File: src/hdl/cpsi_pkg.sv
/*
 * cpsi_pkg: constants and carrier types for the core program counter,
 * return stack and interrupt control block.
 * assumes one instruction-cycle clock shared by decoder and this block.
 */
package cpsi_pkg;
	// ***************************************************************
	// register file addresses (both banks where mirrored)
	// ***************************************************************
	localparam logic [7:0] ADDR_PC_LOW_B0 = 8'h02;
	localparam logic [7:0] ADDR_PC_LOW_B1 = 8'h82;
	localparam logic [7:0] ADDR_STATUS_B0 = 8'h03;
	localparam logic [7:0] ADDR_STATUS_B1 = 8'h83;
	localparam logic [7:0] ADDR_HOLD_B0 = 8'h0a;
	localparam logic [7:0] ADDR_HOLD_B1 = 8'h8a;
	localparam logic [7:0] ADDR_CORE_IRQ_B0 = 8'h0b;
	localparam logic [7:0] ADDR_CORE_IRQ_B1 = 8'h8b;
	localparam logic [7:0] ADDR_PFLAG1 = 8'h0c;
	localparam logic [7:0] ADDR_PFLAG2 = 8'h0d;
	localparam logic [7:0] ADDR_OPTION = 8'h81;
	localparam logic [7:0] ADDR_PEN1 = 8'h8c;
	localparam logic [7:0] ADDR_PEN2 = 8'h8d;
	localparam logic [7:0] ADDR_RESET_CAUSE = 8'h8e;

	// ***************************************************************
	// field positions
	// ***************************************************************
	localparam int ST_CARRY = 0;
	localparam int ST_NIBBLE = 1;
	localparam int ST_ZERO = 2;
	localparam int ST_SLEEP = 3;
	localparam int ST_WDOG = 4;
	localparam int IC_MASTER = 7;
	localparam int IC_PERIPH = 6;
	localparam int HOLD_PAGE = 3;
	localparam int RC_POWER_ON = 1;

	// ***************************************************************
	// widths, vectors, reset values
	// ***************************************************************
	localparam int PC_W = 13;
	localparam int STACK_DEPTH = 8;
	localparam int STACK_AW = 3;
	localparam logic [PC_W-1:0] RESET_VECTOR = 13'h0000;
	localparam logic [PC_W-1:0] IRQ_VECTOR = 13'h0004;
	localparam logic [PC_W-1:0] PC_WRAP_MASK = 13'h0fff;
	localparam logic [7:0] OPTION_RESET = 8'hff;
	localparam logic [7:0] STATUS_RESET = 8'h18;
	localparam logic [7:0] BYTE_ZERO = 8'h00;
	localparam logic [1:0] RC_RESET = 2'h0;
	// pending irq is sampled two cycles, then dispatched: 3..4 cycles
	localparam logic [1:0] IRQ_SYNC_CYCLES = 2'h2;

	typedef enum logic [2:0] {
		CPSI_OP_NONE, CPSI_OP_GOTO, CPSI_OP_CALL, CPSI_OP_RETURN,
		CPSI_OP_RETURN_WITH_LITERAL_OP, CPSI_OP_IRQ_RETURN_OP
	} cpsi_flow_t;

	// decoder -> block
	typedef struct packed {
		cpsi_flow_t flow;
		logic [10:0] target;
		logic wr_en;
		logic [7:0] wr_addr;
		logic [7:0] wr_data;
		logic alu_flags_en;
		logic [2:0] alu_flags;
		logic [7:0] rd_addr;
	} cpsi_cmd_t;

	// peripheral and reset-cause events, one-cycle pulses
	typedef struct packed {
		logic timer_overflow;
		logic ext_edge;
		logic port_change;
		logic [7:0] periph1;
		logic periph2;
		logic watchdog_expired;
		logic sleep_entered;
		logic wake_clear;
	} cpsi_evt_t;
endpackage : cpsi_pkg

File: src/hdl/cpsi_stack.sv
/*
 * cpsi_stack: eight-entry circular return stack of program addresses.
 * assumes push and pop are never asked in the same cycle.
 */
`timescale 1ns/1ns
`default_nettype none
module cpsi_stack
	import cpsi_pkg::*;
(
	input wire logic clk,
	input wire logic rst_b,
	input wire logic push,
	input wire logic pop,
	input wire logic [PC_W-1:0] push_data,
	output logic [PC_W-1:0] top
);
	logic [PC_W-1:0] entry [STACK_DEPTH];
	logic [STACK_AW-1:0] ptr;
	wire [STACK_AW-1:0] pop_idx = ptr - 3'h1;

	// no full/empty tracking: the pointer simply wraps
	always_ff @(posedge clk or negedge rst_b) begin
		if (!rst_b) begin
			ptr <= '0;
		end else if (push) begin
			ptr <= ptr + 3'h1;
		end else if (pop) begin
			ptr <= pop_idx;
		end
	end

	genvar i;
	generate
		for (i = 0; i < STACK_DEPTH; i++) begin : g_entry
			always_ff @(posedge clk or negedge rst_b) begin
				if (!rst_b) begin
					entry[i] <= '0;
				end else if (push && ptr == STACK_AW'(i)) begin
					entry[i] <= push_data;
				end
			end
		end
	endgenerate

	assign top = entry[pop_idx];
endmodule : cpsi_stack
`default_nettype wire

File: src/hdl/cpsi_irq.sv
/*
 * cpsi_irq: request qualification and dispatch delay.
 * assumes flags and enables arrive registered on the same clock.
 */
`timescale 1ns/1ns
`default_nettype none
module cpsi_irq
	import cpsi_pkg::*;
(
	input wire logic clk,
	input wire logic rst_b,
	input wire logic [7:0] core_ctl,
	input wire logic [7:0] pflag1,
	input wire logic [7:0] pen1,
	input wire logic pflag2,
	input wire logic pen2,
	output logic take
);
	wire core_hit = |(core_ctl[5:3] & core_ctl[2:0]);
	wire per_hit = core_ctl[IC_PERIPH] & (|(pflag1 & pen1) | (pflag2 & pen2));
	wire request = core_ctl[IC_MASTER] & (core_hit | per_hit);
	logic [1:0] wait_cnt;

	// fixed wait so one- and two-cycle instructions see equal latency
	always_ff @(posedge clk or negedge rst_b) begin
		if (!rst_b) begin
			wait_cnt <= '0;
		end else if (!request || take) begin
			wait_cnt <= '0;
		end else if (wait_cnt != IRQ_SYNC_CYCLES) begin
			wait_cnt <= wait_cnt + 2'h1;
		end
	end

	assign take = request && wait_cnt == IRQ_SYNC_CYCLES;
endmodule : cpsi_irq
`default_nettype wire

File: src/hdl/cpsi_core_ctrl.sv
/*
 * cpsi_core_ctrl: program counter, paging, return stack, interrupt
 * registers and dispatch, status write rules, reset-cause flags.
 * assumes the decoder drives one command per instruction cycle on
 * SYS_CLK and that event inputs are already synchronous pulses.
 */
// Function
// - alu flags override status writes to them
// - watchdog and sleep bits ignore writes
// - subtraction carries are inverted borrow outputs
// - status bits seven, six have no effect
// - option register fully readable and writable
// - core flags in control; peripheral flags separate
// - master enable gates every interrupt
// - RST_B clears master enable; pin and watchdog resets do not
// - accept: clear enable, push, vector to four
// - external events vector in three-four cycles
// - flags set regardless of enables
// - irq return pops and sets master enable
// - peripheral enable registers mirror flag bits
// - reset-cause register tells reset kinds apart
// - thirteen-bit counter, low byte readable both banks
// - new counter loads upper bits from holding
// - eight by thirteen stack, hidden pointer
// - push on call/irq, pop on returns
// - stack wraps, no overflow indication
// - page bit from holding bit three
// - holding bit four ignored for addressing
// - addresses above 4K wrap into range
`timescale 1ns/1ns
`default_nettype none
module cpsi_core_ctrl
	import cpsi_pkg::*;
(
	input wire logic SYS_CLK,
	input wire logic RST_B,
	input wire logic EXT_RESET_PIN_B,
	input wire cpsi_cmd_t CMD,
	input wire cpsi_evt_t EVT,
	output logic [PC_W-1:0] PROG_ADDR,
	output logic [7:0] RD_DATA,
	output logic IRQ_TAKEN,
	output logic [7:0] OPTION_CFG
);
	// ***************************************************************
	// state
	// ***************************************************************
	logic [PC_W-1:0] pc;
	logic [7:0] pc_high_holding;
	logic [7:0] status;
	logic [7:0] core_irq_control;
	logic [7:0] periph_flags_one;
	logic periph_flags_two;
	logic [7:0] periph_enables_one;
	logic periph_enables_two;
	logic [7:0] prescale_config;
	logic [1:0] reset_cause;
	logic pin_meta, pin_sync;
	logic take;
	logic [PC_W-1:0] stack_top;

	// ***************************************************************
	// decode
	// ***************************************************************
	wire wr = CMD.wr_en;
	wire [7:0] wa = CMD.wr_addr;
	wire wr_pcl = wr && (wa == ADDR_PC_LOW_B0 || wa == ADDR_PC_LOW_B1);
	wire wr_st = wr && (wa == ADDR_STATUS_B0 || wa == ADDR_STATUS_B1);
	wire wr_hold = wr && (wa == ADDR_HOLD_B0 || wa == ADDR_HOLD_B1);
	wire wr_ic = wr && (wa == ADDR_CORE_IRQ_B0 || wa == ADDR_CORE_IRQ_B1);
	wire wr_pf1 = wr && wa == ADDR_PFLAG1;
	wire wr_pf2 = wr && wa == ADDR_PFLAG2;
	wire wr_pe1 = wr && wa == ADDR_PEN1;
	wire wr_pe2 = wr && wa == ADDR_PEN2;
	wire wr_opt = wr && wa == ADDR_OPTION;
	wire wr_rc = wr && wa == ADDR_RESET_CAUSE;
	wire is_call = CMD.flow == CPSI_OP_CALL;
	wire is_goto = CMD.flow == CPSI_OP_GOTO;
	wire is_ret = CMD.flow == CPSI_OP_RETURN
		|| CMD.flow == CPSI_OP_RETURN_WITH_LITERAL_OP || CMD.flow == CPSI_OP_IRQ_RETURN_OP;
	wire is_irq_return_op = CMD.flow == CPSI_OP_IRQ_RETURN_OP;
	// an accepted interrupt replaces the current flow change
	wire push = take || is_call;
	wire pop = !take && is_ret;
	wire [PC_W-1:0] pc_inc = pc + 13'h1;
	// bit four of holding never reaches the counter
	wire [PC_W-1:0] jump_pc = {1'b0, pc_high_holding[HOLD_PAGE], CMD.target};
	wire [PC_W-1:0] pcl_pc = {pc_high_holding[4:0], CMD.wr_data};
	logic [PC_W-1:0] next_pc;
	always_comb begin
		if (take) begin
			next_pc = IRQ_VECTOR;
		end else if (is_call || is_goto) begin
			next_pc = jump_pc;
		end else if (pop) begin
			next_pc = stack_top;
		end else if (wr_pcl) begin
			next_pc = pcl_pc;
		end else begin
			next_pc = pc_inc;
		end
	end
	// upper page simply aliases onto the implemented 4K
	wire [PC_W-1:0] fetch_addr = next_pc & PC_WRAP_MASK;

	// status: hardware-only bits are write-blocked, alu flag bits only while alu_flags_en is set
	wire [7:0] st_wmask = CMD.alu_flags_en ? 8'he0 : 8'he7;
	wire [7:0] st_written = wr_st
		? (status & ~st_wmask) | (CMD.wr_data & st_wmask) : status;
	logic [7:0] next_status;
	always_comb begin
		next_status = st_written;
		if (CMD.alu_flags_en) begin
			// decoder supplies carry/nibble as inverted borrow for subtract
			next_status[2:0] = CMD.alu_flags;
		end
		if (EVT.watchdog_expired) begin
			next_status[ST_WDOG] = 1'b0;
		end
		if (EVT.sleep_entered) begin
			next_status[ST_SLEEP] = 1'b0;
		end
		if (EVT.wake_clear) begin
			next_status[ST_WDOG] = 1'b1;
			next_status[ST_SLEEP] = 1'b1;
		end
	end

	// core control: hardware flag sets win over software clears
	wire [7:0] ic_base = wr_ic ? CMD.wr_data : core_irq_control;
	wire [2:0] ic_set = {EVT.timer_overflow, EVT.ext_edge, EVT.port_change};
	logic [7:0] next_ic;
	always_comb begin
		next_ic = {ic_base[7:3], ic_base[2:0] | ic_set};
		if (take) begin
			next_ic[IC_MASTER] = 1'b0;
		end else if (is_irq_return_op) begin
			next_ic[IC_MASTER] = 1'b1;
		end
	end
	wire [7:0] pf1_base = wr_pf1 ? CMD.wr_data : periph_flags_one;
	wire [7:0] next_pf1 = pf1_base | EVT.periph1;
	wire pf2_base = wr_pf2 ? CMD.wr_data[0] : periph_flags_two;
	wire next_pf2 = pf2_base | EVT.periph2;

	// ***************************************************************
	// registers
	// ***************************************************************
	always_ff @(posedge SYS_CLK or negedge RST_B) begin
		if (!RST_B) begin
			pc <= RESET_VECTOR;
			PROG_ADDR <= RESET_VECTOR;
		end else begin
			pc <= fetch_addr;
			PROG_ADDR <= fetch_addr;
		end
	end

	// stack traffic leaves the holding register alone
	always_ff @(posedge SYS_CLK or negedge RST_B) begin
		if (!RST_B) begin
			pc_high_holding <= BYTE_ZERO;
		end else if (wr_hold) begin
			pc_high_holding <= {3'h0, CMD.wr_data[4:0]};
		end
	end

	always_ff @(posedge SYS_CLK or negedge RST_B) begin
		if (!RST_B) begin
			status <= STATUS_RESET;
			core_irq_control <= BYTE_ZERO;
			periph_flags_one <= BYTE_ZERO;
			periph_flags_two <= 1'b0;
		end else begin
			status <= next_status;
			core_irq_control <= next_ic;
			periph_flags_one <= next_pf1;
			periph_flags_two <= next_pf2;
		end
	end

	always_ff @(posedge SYS_CLK or negedge RST_B) begin
		if (!RST_B) begin
			periph_enables_one <= BYTE_ZERO;
			periph_enables_two <= 1'b0;
			prescale_config <= OPTION_RESET;
			OPTION_CFG <= OPTION_RESET;
		end else begin
			if (wr_pe1) periph_enables_one <= CMD.wr_data;
			if (wr_pe2) periph_enables_two <= CMD.wr_data[0];
			if (wr_opt) begin
				prescale_config <= CMD.wr_data;
				OPTION_CFG <= CMD.wr_data;
			end
		end
	end

	// reset pin seen through two flops before anyone reads it
	always_ff @(posedge SYS_CLK or negedge RST_B) begin
		if (!RST_B) begin
			pin_meta <= 1'b1;
			pin_sync <= 1'b1;
		end else begin
			pin_meta <= EXT_RESET_PIN_B;
			pin_sync <= pin_meta;
		end
	end

	// power-on flag: cleared by power-on reset, set by software;
	// bit 0 latches a pin reset, bit 1 a watchdog expiry
	always_ff @(posedge SYS_CLK or negedge RST_B) begin
		if (!RST_B) begin
			reset_cause <= RC_RESET;
		end else if (wr_rc) begin
			reset_cause <= CMD.wr_data[1:0] | {EVT.watchdog_expired, !pin_sync};
		end else begin
			reset_cause <= reset_cause | {EVT.watchdog_expired, !pin_sync};
		end
	end

	// ***************************************************************
	// read mux; upper counter bits have no address
	// ***************************************************************
	wire [7:0] ra = CMD.rd_addr;
	// bits seven and six of status are kept but steer nothing
	wire [7:0] rd_mux =
		(ra == ADDR_PC_LOW_B0 || ra == ADDR_PC_LOW_B1) ? pc[7:0] :
		(ra == ADDR_STATUS_B0 || ra == ADDR_STATUS_B1) ? status :
		(ra == ADDR_HOLD_B0 || ra == ADDR_HOLD_B1) ? pc_high_holding :
		(ra == ADDR_CORE_IRQ_B0 || ra == ADDR_CORE_IRQ_B1) ? core_irq_control :
		(ra == ADDR_PFLAG1) ? periph_flags_one :
		(ra == ADDR_PFLAG2) ? {7'h0, periph_flags_two} :
		(ra == ADDR_PEN1) ? periph_enables_one :
		(ra == ADDR_PEN2) ? {7'h0, periph_enables_two} :
		(ra == ADDR_OPTION) ? prescale_config :
		(ra == ADDR_RESET_CAUSE) ? {6'h0, reset_cause} : BYTE_ZERO;

	always_ff @(posedge SYS_CLK or negedge RST_B) begin
		if (!RST_B) begin
			RD_DATA <= BYTE_ZERO;
			IRQ_TAKEN <= 1'b0;
		end else begin
			RD_DATA <= rd_mux;
			IRQ_TAKEN <= take;
		end
	end

	// ***************************************************************
	// submodules
	// ***************************************************************
	cpsi_stack u_stack (
		.clk(SYS_CLK),
		.rst_b(RST_B),
		.push(push),
		.pop(pop),
		.push_data(pc), // whole 13-bit counter
		.top(stack_top)
	);

	cpsi_irq u_irq (
		.clk(SYS_CLK),
		.rst_b(RST_B),
		.core_ctl(core_irq_control),
		.pflag1(periph_flags_one),
		.pen1(periph_enables_one),
		.pflag2(periph_flags_two),
		.pen2(periph_enables_two),
		.take(take)
	);
endmodule : cpsi_core_ctrl
`default_nettype wire

File: config.mk
export PLATFORM = sky130hd
export DESIGN_NAME = cpsi_core_ctrl
export DESIGN_NICKNAME = d
export VERILOG_FILES = /design/src/hdl/cpsi_pkg.sv /design/src/hdl/cpsi_stack.sv /design/src/hdl/cpsi_irq.sv /design/src/hdl/cpsi_core_ctrl.sv
export SDC_FILE = /design/constraint.sdc
export NUM_CORES = 1
export LEC_CHECK = 0
export ABC_AREA = 1
export BUFFER_PORTS_ARGS = -buffer_cell sky130_fd_sc_hd__buf_2
export CORE_MARGIN = 10
export CORE_UTILIZATION = 32
export CTS_CLUSTER_DIAMETER = 30
export CTS_CLUSTER_SIZE = 24
export DETAILED_ROUTE_END_ITERATION = 8
export PLACE_DENSITY = 0.45
export SLEW_MARGIN = 25
export SYNTH_ARGS = -nofsm -noshare
export SYNTH_HDL_FRONTEND = slang
export SYNTH_SLANG_ARGS = --single-unit
File: constraint.sdc
create_clock -name SYS_CLK -period 5.7 [get_ports SYS_CLK]
set_clock_uncertainty 0.1 [all_clocks]
set_input_delay 0.285 -clock SYS_CLK [delete_from_list [all_inputs] [get_ports SYS_CLK]]
set_output_delay 0.285 -clock SYS_CLK [all_outputs]
set_load 0.005 [all_outputs]
-- After elaboration in Yosys (flattened, before gate mapping)
Index checks and enable logic that the tools add are counted.
- register bits after elaboration: 173
- bits in latches: 0
- memory bits (writable): 0
- ROM bits: 0
- memories: 0
- add/subtract/negate cells: 4
- multipliers: 0
- divide/modulo/power cells: 0
- $lt $le $gt $ge: 1
- equality and inequality tests: 42
- shift operators: 0
- multiplexer cells: 33
- bitwise operators: 17
- reduce and logical (&&, ||, !) cells: 45
- operators with widths (operator ; count):
    $eq 8x8->1 const B ; 16
    $mux 8 ; 11
    $mux 12 ; 6
    $eq 8x4->1 const B ; 8
    $bmux 13 s3 ; 1
    $eq 8x2->1 const B ; 4
    $and 8x8->8 ; 3
    $logic_and 1x1->1 ; 20
    $eq 3x3->1 const B ; 6
    $or 8x8->8 ; 2
    $logic_or 1x1->1 ; 13
    $add 12x1->12 const B ; 1
    $eq 3x2->1 const B ; 4
    $mux 3 ; 4
    $mux 2 ; 5
    $reduce_bool 3->1 ; 3
    $not 8->8 ; 1
    $reduce_or 8->1 ; 1
    $eq 3x1->1 const B ; 2
    $reduce_bool 2->1 ; 3
    $mux 1 ; 5
    $mux 5 ; 1
    $ge 4x4->1 const B ; 1
    $not 3->4 ; 1
    other kinds (13) ; 20

-- Longest topological paths before layout
- word-level depth: 12
- gate-level depth with buffers: 14
- gate-level depth less buffers: 12

-- Hierarchy
From an unflattened synthesis, not the netlist that was laid out.
- cell total of the unflattened synthesis: 1264
- area, all modules: 9521.6 um^2
- modules (own cells, without submodules) (module ; instances ; cells each ; area an instance (um^2) ; seq. area each (um^2)):
    cpsi_stack ; 1 ; 720 ; 5459.0 ; 2677.6
    cpsi_core_ctrl ; 1 ; 512 ; 3877.5 ; 1816.7
    cpsi_irq ; 1 ; 32 ; 185.2 ; 50.0

-- Worst setup path before layout
Ideal clock, no wire load.
- path kind: reg2reg
- start point: reg u_stack.ptr[0]
- end point: reg pc[10]
- setup time: 121 ps
- data arrival time: 2161 ps
- setup slack: 3318 ps
- cell stages (with the launch flop): 15
- buffers on the path: 4
- period minus slack after synthesis: 2382 ps
- cell sequence: dfrtp_1 > clkbuf_1 > inv_2 > clkbuf_1 > ha_1 > buf_2 > clkinv_1 > clkbuf_1 > nand3_1 > nand3_1 > nand2_1 > nand3_1 > nand2_1 > nor2_1 > nor2_1
- word-level cells in the longest chain between the ends: 8
- ends and longest elaborated chain (what ; RTL line ; text):
    start, declared ; cpsi_stack.sv:18 ; logic [STACK_AW-1:0] ptr;
    start signal, assigned ; cpsi_stack.sv:26 ; ptr <= ptr + 3'h1;
    start signal, assigned ; cpsi_stack.sv:28 ; ptr <= pop_idx;
    $sub 3x1->3 ; cpsi_stack.sv:19 ; wire [STACK_AW-1:0] pop_idx = ptr - 3'h1;
    $not 3->4 (implied by the code) ; cpsi_stack.sv:45 ; assign top = entry[pop_idx];
    $bmux 13 s3 ; cpsi_stack.sv:45 ;
    $mux 12 (implied by the code) (2 in a row) ; cpsi_stack.sv:45 ;
    $mux 12 ; cpsi_core_ctrl.sv:95 ; end else if (pop) begin
    $mux 12 ; cpsi_core_ctrl.sv:93 ; end else if (is_call || is_goto) begin
    $mux 12 ; cpsi_core_ctrl.sv:91 ; if (take) begin
    named net next_pc[10] ; cpsi_core_ctrl.sv:89 ; logic [PC_W-1:0] next_pc;
    end signal, assigned ; cpsi_core_ctrl.sv:154 ; pc <= fetch_addr;
    end, declared ; cpsi_core_ctrl.sv:48 ; logic [PC_W-1:0] pc;
The timed path passes the listed nets, and every way through them passes these cells. The select of a mux whose other input is x is not followed.
A chain may end at the register's enable or synchronous reset.

-- Worst setup path in the final report
- start point: reg u_stack.ptr[1]
- end point: reg pc[10]
Same word-level chain as after synthesis.

==> reports/qor.csv <==
stage,metric,value,unit
outcome,outcome,finished clean,
global_route,grt_pass1_vias,7852,
logic_synthesis,yosys-top-cells-area,"dfrtp_1, nand2_1, o21ai_0, nand3_1, dfstp_2",
logic_synthesis,synth_fa_ha_area_frac,0.0132,
hold_path,hp-class,in2reg,
logic_synthesis,syn_nets,1164,
critical_path,worstSetupPathType,reg2reg,
clock_network,cts_inserted_buffers,17,
timing,finalHoldViolations,0,
timing,slew_viol_final,0,
clock_network,cts_setup_buffers,0,
timing,rsz0062_at_grt,no,
critical_path,crit_path_max_incr_delay,0.81,ns
logic_synthesis,synth_warnings,0,
critical_path,cp.arrival,3.33,ns
critical_path,reg2reg_depth,10,
power,p_clk_frac,0.251,
clock_network,clock-sinks,173,
timing,tightest_slew,0.990,ns
route,antenna_left,0,
critical_path,cpMaxStageDelayCell,clkinv_1,
critical_path,worst_ep_required_time,5.97,ns
power,comb_power_share,0.345,
logic_synthesis,synth_cell_types,35,
power,p_leak,4.79,nW
logic_synthesis,syn_inst,1094,
timing,max_slew_margin,0.335,
die,dieWidth,183,um
logic_synthesis,yosysSeqAreaShare,0.509,
critical_path,path_max_fanout,26,
final_layout,multiInputGateArea,3680,um2
hold_path,min_path_cells,3,
final_layout,antenna_cells,0,
route,drc,0,
logic_synthesis,synth-seq-cells,173,
timing,finalSetupViolations,0,
clock_network,clock_path_buffers,2,
power,powerDensity,464,nW/um2
timing,fmax,327,MHz
final_layout,post-route-util,0.383,
clock_network,cts_root_buffer,clkbuf_16,
route,viasPerCell,4.99,
power,p_int,0.00272,W
critical_path,r2r_slack,2.64,ns
clock_network,htreeDepth,4,
final_layout,synthToLayoutAreaGrowth,17.3,%
final_layout,nFillCells,2787,
clock_network,clk_latency,0.44,ns
timing,period_minus_slack,3.06,ns
logic_synthesis,synthMuxAreaShare,0,
route,num_vias,7611,
placed_design,post-dp-hpwl,20.7,mm
logic_synthesis,synth_xor_area_frac,0.00410,
logic_synthesis,synth-simple-area-share,0.283,
power,swShare,0.415,
global_route,grt_max_degree,62,
die,die_area,33600,um2
logic_synthesis,synth_area,8540,um2
timing,worst_slack,2.64,ns
die,die_h,183,um
logic_synthesis,synth-compound-area-share,0.129,
logic_synthesis,synth_top_area_frac,0.472,
critical_path,rr_endpoint,pc[10],
die,start_util,0.327,
run,maxCapViolations,0,
clock_network,cts_tree,built,
global_route,gr-total-overflow,0,
timing,fin_hold_ws,0.0215,ns
critical_path,critical_path.cell_chain,inv_1 -> ha_2 -> clkinv_1 -> nand3_1 -> nand3_1 -> nand2_1 -> nand3_1 -> nand2_1 -> nor2_1 -> nor2_1,
logic_synthesis,synth_top_cell_by_area,dfrtp_1,
die,coreArea,26100,um2
logic_synthesis,avgSynthCellArea,7.80,um2
route,routed_wl,29.4,mm
critical_path,startpoint_type,register,
global_route,antenna_found_initial,0,
hold_path,min-delay-start,CMD[9],
final_layout,layout-drive-gt1-share,0.125,
final_layout,regArea,4340,um2
power,sequentialPowerShare,0.404,
global_route,grt_pass1_wl,46.7,mm
placed_design,gp_congestion,0.860,
global_route,grt_usage,0.179,
clock_network,clk_pin_slew,0.08,ns
power,p_sw,0.00192,W
die,ios,91,
critical_path,critPathCaptureType,register,
hold_path,holdPathEnd,status[1],
timing,period_share,0.537,
route,drtPass1Iterations,5,
placed_design,io_buffers,89,
route,wl_per_cell,19.3,um
power,peakVddDrop,240,uV
die,rows,59,
critical_path,r2r-start,u_stack.ptr[1],
final_layout,final_nets,1247,
placed_design,dpl_worst_slack,2.19,ns
timing,fin_tns_setup,0,ns
logic_synthesis,synth_top_family_by_area,simple AND/OR/NAND/NOR gates,
route,drtIter0Drc,665,
critical_path,crit_top_cell,nand3_1,
==> layout make-up <==
cell class / count / area share
clock buffer: 18 / 0.0429
tap: 335 / 0.0419
clock inverter: 14 / 0.0147
timing repair buffer: 113 / 0.0679
sequential: 173 / 0.434
multi-input combinational: 790 / 0.368
inverter: 82 / 0.0307
==> worst max-delay path by stage <==
stage               slack (ns)  depth (start not counted)      startpoint      to
CTS                       2.17                         10  u_stack.ptr[1]   pc[5]
finish                    2.64                         10  u_stack.ptr[1]  pc[10]
detailed placement        2.19                         10  u_stack.ptr[1]  pc[10]
global placement          2.26                         10  u_stack.ptr[1]  pc[10]
global route              2.39                         10  u_stack.ptr[1]   pc[9]
floorplan                 3.32                         14  u_stack.ptr[0]  pc[10]
==> logic make-up after synthesis <==
kind of cell / count (synthesis)
AO/OA/AOI/OAI: 204
XOR/XNOR: 4
adder cells (fa/ha/maj): 9
buffers and inverters: 131
flip-flops: 173
other: 1
AND/OR/NAND/NOR: 572
==> power groups by stage <==
stage | clock network [W] | logic (W) | registers [W]
final | 0.00117 | 0.00160 | 0.00188
after global routing | 0.00124 | 0.00185 | 0.00193
after floorplan | 0 | 0.00108 | 0.00180
after CTS | 0.00119 | 0.00163 | 0.00187
after detailed placement | 0 | 0.00161 | 0.00189
after global placement | 0 | 0.00160 | 0.00189
==> repair_timing <==
action	4_1_cts	5_1_grt
resized for setup	0	0
endpoints found under the hold margin	76	0
hold buffers	19	0
setup endpoints to repair	0	0
==> routing by layer <==
metal  vias up  track usage  wire length (um)
li1       3754            -                 -
met2       157        0.281             13400
met3        29       0.0259               949
met4         0       0.0489               524
met5         -            0                 0
met1      3671        0.251             14600
==> cells in the mapped netlist, drive strengths merged <==
cell and number:
o2111ai 3, o21ai 164, nand3 124, ha 9, dfstp 12, xnor2 1, a31oi 3, inv 80
clkinv 2, buf 15, nand4 7, clkbuf 34, nand2 368, a211o 12, dfrtp 161, nor3 8
o211ai 5, o221ai 2, a21oi 15, conb 1, nand3b 3, nor4 1, nor2 58, nor3b 2
xor2 3, and2 1
==> flip-flops by register name (all words and copies together), names as in the netlist <==
signal and count:
u_stack.entry 96, pc 12, RD_DATA 8, core_irq_control 8
periph_enables_one 8, periph_flags_one 8, prescale_config 8, status 8
pc_high_holding 5, u_stack.ptr 3, reset_cause 2, u_irq.wait_cnt 2
IRQ_TAKEN 1, periph_enables_two 1, periph_flags_two 1, pin_meta 1
pin_sync 1
==> per-stage QoR <==
stage,total power [W],cell area [um2],instances
after floorplan,0.00287,8540,1094
after global placement,0.00349,9230,1474
after detailed placement,0.00350,9230,1474
after CTS,0.00469,10000,1525
after global routing,0.00502,10000,1525
final,0.00464,10000,1525
==> worst max-delay path, delay by kind of cell (launching register included) <==
family	cells	cell delay [ns]
and+or+nand+nor	7	0.82
adders and majority gates	1	0.75
buffers and inverters	2	0.91
DFF	1	0.40
==> cell usage in the layout, fill, tap and decap left out, types with 4 or more instances in the layout <==
| cell | instances |
|---|---|
| nand2_1 | 364 |
| nor3_1 | 8 |
| ha_1 | 8 |
| buf_2 | 88 |
| clkbuf_16 | 17 |
| o211ai_1 | 5 |
| o21ai_0 | 159 |
| nor2_1 | 58 |
| nand4_1 | 7 |
| nand3_1 | 118 |
| nand3_4 | 4 |
| dfrtp_1 | 161 |
| dlygate4sd3_1 | 19 |
| o21ai_1 | 5 |
| buf_4 | 5 |
| inv_1 | 79 |
| a21oi_1 | 15 |
| dfstp_2 | 12 |
| inv_8 | 5 |
| a211o_1 | 12 |
No activity file was read; power rests on OpenSTA's default activity.
